## config.mk

```make
export PLATFORM = sky130hd
export DESIGN_NAME = uem_aer_mask
export DESIGN_NICKNAME = d
export VERILOG_FILES = /design/src/logic/uem_aer_mask.v /design/src/logic/uem_sticky_reg.v
export VERILOG_INCLUDE_DIRS = /design/src /design/src/logic
export SDC_FILE = /design/constraint.sdc
export NUM_CORES = 1
export LEC_CHECK = 0
export ABC_AREA = 1
export BUFFER_PORTS_ARGS = -buffer_cell sky130_fd_sc_hd__buf_2
export CAP_MARGIN = 20
export CELL_PAD_IN_SITES_DETAIL_PLACEMENT = 1
export CELL_PAD_IN_SITES_GLOBAL_PLACEMENT = 1
export CORE_MARGIN = 5
export CORE_UTILIZATION = 25
export DETAILED_ROUTE_END_ITERATION = 10
export GPL_TIMING_DRIVEN = 0
export PLACE_DENSITY_LB_ADDON = 0.1
export SYNTH_ARGS = -nofsm -noshare
export SYNTH_HDL_FRONTEND = slang
export SYNTH_SLANG_ARGS = --single-unit
```

## constraint.sdc

```tcl
create_clock -name i_clk -period 1 [get_ports i_clk]
set_clock_uncertainty 0.1 [all_clocks]
set_input_delay 0.1 -clock i_clk [delete_from_list [all_inputs] [get_ports i_clk]]
set_output_delay 0.1 -clock i_clk [all_outputs]
set_load 0.02 [all_outputs]
```

## src/logic/uem_defs.vh

```
`ifndef UEM_DEFS_VH
`define UEM_DEFS_VH

// Configuration space offsets (byte addresses)
`define UEM_OFF_STATUS 12'h104
`define UEM_OFF_MASK 12'h108

// Error class bit positions
`define UEM_BIT_LEGACY 0
`define UEM_BIT_LINK_PROTO 4
`define UEM_BIT_SURPRISE_DOWN 5
`define UEM_BIT_POISONED 12
`define UEM_BIT_FC_PROTO 13
`define UEM_BIT_CPL_TIMEOUT 14
`define UEM_BIT_CPL_ABORT 15
`define UEM_BIT_UNEXP_CPL 16
`define UEM_BIT_RX_OVERFLOW 17
`define UEM_BIT_MALFORMED 18
`define UEM_BIT_ECRC 19
`define UEM_BIT_UNSUP_REQ 20

// Writable bits of the mask register; status uses the class bits
`define UEM_WR_MASK 32'h001f3031
// Bits that name a real error class
`define UEM_CLASS_MASK 32'h001f3030
`define UEM_RESET_VAL 32'h00000000

`endif

```

## src/logic/uem_aer_mask.v

```verilog
// What this block does
// - Mask register at 0x108, resets zero, sticky
// - Masked error: no logging, no report
// - Bit 4 masks link protocol errors
// - Bit 5 masks surprise down errors
// - Bit 12 masks poisoned packets
// - Bit 13 masks flow control errors
// - Bit 16 masks unexpected completions
// - Bit 17 masks receiver overflow
// - Bit 18 masks malformed packets
// - Bit 19 masks end-to-end CRC errors
// - Bit 20 masks unsupported requests
// - Bits 14 and 15 read zero
// - Bit 0 stored, no effect
// - Status bits set by hardware, write-one-clears
`timescale 1ns/1ps
`default_nettype none
`include "uem_defs.vh"
module uem_aer_mask (
  input wire i_clk,
  input wire i_resetn,
  input wire i_cfg_wr,
  input wire i_cfg_rd,
  input wire [11:0] i_cfg_addr,
  input wire [3:0] i_cfg_be,
  input wire [31:0] i_cfg_wdata,
  input wire [31:0] i_err_detect,
  output reg [31:0] o_cfg_rdata_ff,
  output reg o_cfg_rd_valid_ff,
  output reg [31:0] o_uncorrectable_error_mask_ff,
  output reg [31:0] o_uncorrectable_error_status_ff,
  output reg [31:0] o_err_report_ff,
  output reg o_err_report_valid_ff
);
  wire [31:0] mask_q;
  wire [31:0] status_q;
  wire wr_mask;
  wire wr_status;
  wire [31:0] unmasked;
  reg [31:0] nxt_cfg_rdata_ff;

  function is_addr;
    input [11:0] a;
    input [11:0] off;
    begin
      is_addr = (a[11:2] == off[11:2]);
    end
  endfunction

  assign wr_mask = i_cfg_wr & is_addr(i_cfg_addr, `UEM_OFF_MASK);
  assign wr_status = i_cfg_wr & is_addr(i_cfg_addr, `UEM_OFF_STATUS);

  // Bit 0 is stored but kept out of the class set, so it never gates anything
  assign unmasked = i_err_detect & `UEM_CLASS_MASK & ~mask_q;

  // Reserved and hardwired bits are dropped by WR_BITS
  uem_sticky_reg #(
    .WR_BITS(`UEM_WR_MASK),
    .W1C(1'b0)
  ) u_mask (
    .i_clk(i_clk),
    .i_sticky_resetn(i_resetn),
    .i_wr(wr_mask),
    .i_be(i_cfg_be),
    .i_wdata(i_cfg_wdata),
    .i_set(32'h00000000),
    .o_q_ff(mask_q)
  );

  // Masked events never reach the status log
  uem_sticky_reg #(
    .WR_BITS(`UEM_CLASS_MASK),
    .W1C(1'b1)
  ) u_status (
    .i_clk(i_clk),
    .i_sticky_resetn(i_resetn),
    .i_wr(wr_status),
    .i_be(i_cfg_be),
    .i_wdata(i_cfg_wdata),
    .i_set(unmasked),
    .o_q_ff(status_q)
  );

  always @* begin
    nxt_cfg_rdata_ff = 32'h00000000;
    if (is_addr(i_cfg_addr, `UEM_OFF_MASK)) begin
      nxt_cfg_rdata_ff = mask_q & `UEM_WR_MASK;
    end else if (is_addr(i_cfg_addr, `UEM_OFF_STATUS)) begin
      nxt_cfg_rdata_ff = status_q;
    end
  end

  always @(posedge i_clk or negedge i_resetn) begin
    if (!i_resetn) begin
      o_cfg_rdata_ff <= 32'h00000000;
      o_cfg_rd_valid_ff <= 1'b0;
      o_uncorrectable_error_mask_ff <= `UEM_RESET_VAL;
      o_uncorrectable_error_status_ff <= `UEM_RESET_VAL;
      o_err_report_ff <= 32'h00000000;
      o_err_report_valid_ff <= 1'b0;
    end else begin
      o_cfg_rd_valid_ff <= i_cfg_rd;
      o_cfg_rdata_ff <= i_cfg_rd ? nxt_cfg_rdata_ff : 32'h00000000;
      o_uncorrectable_error_mask_ff <= mask_q;
      o_uncorrectable_error_status_ff <= status_q;
      o_err_report_ff <= unmasked;
      o_err_report_valid_ff <= |unmasked;
    end
  end
endmodule // uem_aer_mask
`default_nettype wire

```

## src/logic/uem_sticky_reg.v

```verilog
`timescale 1ns/1ps
`default_nettype none
`include "uem_defs.vh"
// One 32-bit sticky register: software write or write-one-to-clear,
// with hardware set that wins over a clear in the same cycle.
module uem_sticky_reg #(
  parameter [31:0] WR_BITS = 32'h00000000,
  parameter W1C = 1'b0
) (
  input wire i_clk,
  input wire i_sticky_resetn,
  input wire i_wr,
  input wire [3:0] i_be,
  input wire [31:0] i_wdata,
  input wire [31:0] i_set,
  output reg [31:0] o_q_ff
);
  reg [31:0] lane;
  reg [31:0] nxt_q_ff;
  integer k;

  always @* begin
    lane = 32'h00000000;
    for (k = 0; k < 4; k = k + 1) begin
      lane[k*8 +: 8] = {8{i_be[k]}};
    end
    nxt_q_ff = o_q_ff;
    if (i_wr) begin
      if (W1C) begin
        nxt_q_ff = o_q_ff & ~(i_wdata & lane);
      end else begin
        nxt_q_ff = (o_q_ff & ~lane) | (i_wdata & lane);
      end
    end
    // Set beats clear
    nxt_q_ff = (nxt_q_ff | i_set) & WR_BITS;
  end

  always @(posedge i_clk or negedge i_sticky_resetn) begin
    if (!i_sticky_resetn) begin
      o_q_ff <= `UEM_RESET_VAL;
    end else begin
      o_q_ff <= nxt_q_ff;
    end
  end
endmodule // uem_sticky_reg
`default_nettype wire

```

* After elaboration in Yosys (flattened, before gate mapping)
Index checks and enable logic that the tools add are counted.
Storage, ports and cells: register bits 104, input bits 84, output and inout bits 130, word-level logic and storage cells 26
Operators by class: equal/unequal tests 2, multiplexer cells 4, bitwise logic cells 11, reductions and logical operators 1
Operators with widths (number):
- 32-bit two-way mux | 2
- 21-bit bitwise AND | 3
- 21-bit two-way mux | 2
- 21-bit NOT | 2
- 21-bit OR | 2
- 21-bit by 32-bit bitwise AND with 32-bit output | 1
- 21-bit NOT with 32-bit output | 1
- 32-bit OR reduction | 1
- 10-bit by 7-bit equality test with 1-bit output, second input constant | 2
- 1-bit bitwise AND | 2

* Depth between registers and ports, before layout
depth after elaboration 5, gate-level depth with buffers 8, mapped depth without buffers 8

* By module
From an unflattened synthesis, not the netlist that was laid out.
Unflattened totals: cells, all modules 402, area, all modules 4636.9 um^2
Modules (own cells, without submodules):
- uem_aer_mask | times used 1, cells an instance 255, area each 3460.8 um^2, seq. area each 2677.6 um^2
- uem_sticky_reg at u_mask | times used 1, cells an instance 77, area each 616.8 um^2, seq. area each 250.2 um^2
- uem_sticky_reg at u_status | times used 1, cells an instance 70, area each 559.3 um^2, seq. area each 225.2 um^2

* Worst setup path before layout
OpenSTA, ideal clock, no wires.
path type register -> register, start register (tool-made name), end register o_err_report_valid_ff, setup time 0.071 ns, data arrival time 0.844 ns, data required time 0.829 ns, path slack -0.014 ns, cell stages (with the launch flop) 5, buffers on the path 0, clock period less this slack 1.014 ns, cells stage by stage dfrtp_1 or2_2 nand2_1 nor3_1 nand4_1
RTL lines:
- end signal: assignment | RTL line uem_aer_mask.v:107 | o_err_report_valid_ff <= |unmasked;
- end: declaration | RTL line uem_aer_mask.v:33 | output reg o_err_report_valid_ff

* Worst setup path after layout
start register o_uncorrectable_error_status_ff[13], end output o_uncorrectable_error_status_ff[13]
RTL lines:
- start: declaration | RTL line uem_aer_mask.v:31 | output reg [31:0] o_uncorrectable_error_status_ff,
- start signal: assignment | RTL line uem_aer_mask.v:98 | o_uncorrectable_error_status_ff <= `UEM_RESET_VAL;
- start signal: assignment | RTL line uem_aer_mask.v:105 | o_uncorrectable_error_status_ff <= status_q;
No word-level cell between the ends.

==> summary.txt <==
Cells and area
  – Post-layout net count: approximately 600
  – Synth-to-Final Area Change: 57.87%
  – Design Area, Final: roughly 4700 µm²
  – Ant. Diodes: 0
  – Layout cells sized above 1: 0.4141

Floorplanning
  – Row Count: 39
  – Initial cell density of the core: 0.2576
  – Die area: around 14000 µm²
  – Die X: ~120 µm
  – Num ports: ~210
  – Core Footprint: about 12000 µm²
  – Chip Height: about 120 µm

Place
  – Gpl congestion: 0.7111
  – I/O Buffers: 75
  – Place WS: -0.3721 ns
  – Post-DP HPWL: 6326 µm
  – Placed Area: just under 4000 µm²

Synth
  – Mean Syn Cell Area: a little over 9 µm²
  – Synthesis warning total: 0
  – Leading area contributor after synthesis: dfrtp_1
  – Mapped Cells: roughly 330
  – Syn Std Cell Area: roughly 3000 µm²
  – Seq cells post-synth: a little under 60
  – Yosys top cell area share: 0.4956
  – Top area cells in the synthesized netlist: dfrtp_1 (50%), buf_4 (23%), nand2_1 (11%)
  – Distinct cells, synth: 19
  – Sequential fraction of the synthesis area: 0.4956

Routing
  – Routed Antenna Nets: 0
  – Vias/cell: about 3.6
  – Routed length per instance: 12.40 µm
  – DRT iter0 DRCs: 86
  – DRC viols: 0
  – DRT Pass-1 Iters: 4
  – Total number of vias: roughly 2400
  – Total wire length: between 8000 and 9000 µm

Critical path
  – Slowest cell on crit path: dfrtp_1
  – Critical Path AT: 0.84 ns
  – CP Capture Type: primary output
  – CP top delay family: flip-flops
  – Worst setup SP type: flip-flop
  – Crit Path Category: flip-flop to primary output
  – CP Cell Sequence: buf_6
  – Worst EP required: 0.80 ns
  – Worst-path fanout max: 1
  – CP bufs+invs: 1
  – Max incr delay on CP: 0.39 ns

Power
  – Gate power share: 0.158
  – Switching portion of total power: 0.2501
  – Pint: roughly 0.0049 W
  – Maximum VDD drop: between 0.8 and 0.9 mV
  – Static leakage: roughly 2.8 nW
  – Switching power total: between 0.0015 and 0.002 W
  – Clock share of power: 0.469
  – Sequential share of power: 0.373
  – PD cells: ~1400 nW/µm²

Global routing
  – Initial antenna violation count: 1
  – First-pass GRT wire length: ~13000 µm
  – Gr ovfl total: 0
  – Vias in the first global route: between 2000 and 3000
  – Pin count of the biggest net entering global routing: 37
  – Gr usage total: 0.1192

Worst hold path
  – Worst Hold Class: input pin to async pin

Clock tree
  – TritonCTS clock tree: done
  – Worst-path clk slew: roughly 0.050 ns
  – Sinks on the clock net: slightly below 60
  – Num CTS Buffers: 9
  – Root Buffer: clkbuf_16
  – H-tree depth: 3
  – Worst skew pair latency: 0.32 ns
  – CTS Hold Bufs: 13
  – Clock Tree Buf Depth: 2

Timing
  – Slew @ Worst Pin: between 0.5 and 0.6 ns
  – RSZ-0062 raised after global routing: true
  – Worst setup margin: -0.03967 ns
  – Max Fclk: just under 1000 MHz
  – Final period util: 1.040
  – Tmin final: 1.040 ns
  – Setup tns final: -0.6352 ns
  – Setup Viol. Count Final: 41
  – Hold Fails Final Rpt: 27
  – Max_slew headroom: 0.6112
  – WHS: -0.3192 ns
  – Pins Over Slew Limit: 0

Job
  – Total of max-cap violations: 0

Outcome
  – Violated checks: negative hold slack, negative setup slack
  – Status: finished, violations left
-- repair_timing --
| item | 4_1_cts | 5_1_grt |
|---|---|---|
| resized for setup | 87 | 20 |
| gates cloned | 0 | 1 |
| endpoints found under the hold margin | 39 | 27 |
| pin swaps | 5 | 11 |
| buffers inserted | 8 | 3 |
| endpoints found under the setup margin | 55 | 54 |
-- layout by cell type (no fill, tap or decap), types with 2 or more instances in the layout --
cell,n
dlygate4sd3_1,9
inv_1,36
clkbuf_8,2
nor2_1,2
nand2_2,3
nor2_4,4
buf_6,43
clkbuf_1,2
buf_4,102
dfrtp_1,58
nor3_4,3
nor2_2,8
dlymetal6s4s_1,4
clkbuf_16,9
nand4_1,23
buf_2,29
nand2_1,82
or2_4,4
conb_1,90
-- synthesized netlist by cell type --
cell	instances
and3_1	1
nor2_4	1
nand4_2	1
conb_1	1
inv_2	1
nor2_8	1
nor3_4	1
nor2_1	7
or2_2	5
nand4_1	23
dfrtp_1	59
nand2_1	84
inv_1	37
nor3_1	2
buf_6	2
nor2_2	6
nand2_2	2
buf_4	90
buf_2	3
-- path summary, 6_finish.rpt --
| kind | start | to | slack, ns | cells after the start |
|---|---|---|---|---|
| max | o_uncorrectable_error_status_ff[13]$_DFF_PN0_ | o_uncorrectable_error_status_ff[13] | -0.04 | 1 |
| min | i_resetn | o_uncorrectable_error_status_ff[19]$_DFF_PN0_ | -0.32 | 1 |
| max reg2reg | flip-flop | o_err_report_valid_ff$_DFF_PN0_ | -0.03 | 4 |
| min reg2reg | flip-flop | o_uncorrectable_error_mask_ff[0]$_DFF_PN0_ | 0.30 | 0 |
| max in group asynchronous | i_resetn | o_uncorrectable_error_mask_ff[12]$_DFF_PN0_ | 0.53 | 2 |
| min in group i_clk | i_err_detect[16] | o_err_report_ff[16]$_DFF_PN0_ | -0.07 | 3 |
-- logic make-up after synthesis --
kind of cell | synth area share
flops | 0.4956
simple gates | 0.2159
buf+inv | 0.2873
other cells | 0.001259
-- per-layer routing --
layer  share of wire  wire length (µm)  global-route usage
met1            0.41              3428              0.1459
met2            0.50              4104              0.1985
met3           0.078               644             0.04597
met4          0.0087                72             0.02824
met5          0.0024                20                   0
-- metrics by stage --
step / instances / power, W / util
finish: 667 / 0.006520 / 0.4067
detailed placement: 635 / 0.003380 / 0.3366
CTS: 671 / 0.006572 / 0.4027
floorplan: 416 / 0.003173 / -
global route: 667 / 0.006832 / 0.4067
global placement: 634 / 0.003364 / 0.3348
-- area by class of cell --
type | count | area (µm²)
Fill cell | 1350 | 6862
Sequential cell | 59 | 1478
Multi-Input combinational cell | 224 | 1051
Timing Repair Buffer | 93 | 842.1
Buffer | 95 | 713.2
Clock buffer | 13 | 260.3
Tap cell | 143 | 178.9
Inverter | 38 | 145.1
Clock inverter | 2 | 35.03
-- power by group through the flow --
stage | Sequential, W | Clock (W) | Combinational [W]
floorplan | 0.00250 | 0 | 0.000673
global placement | 0.00247 | 0 | 0.000898
detailed placement | 0.00247 | 0 | 0.000914
CTS | 0.00243 | 0.00314 | 0.00100
global route | 0.00243 | 0.00327 | 0.00113
finish | 0.00243 | 0.00306 | 0.00103
Power figures use the tool's default switching activity.
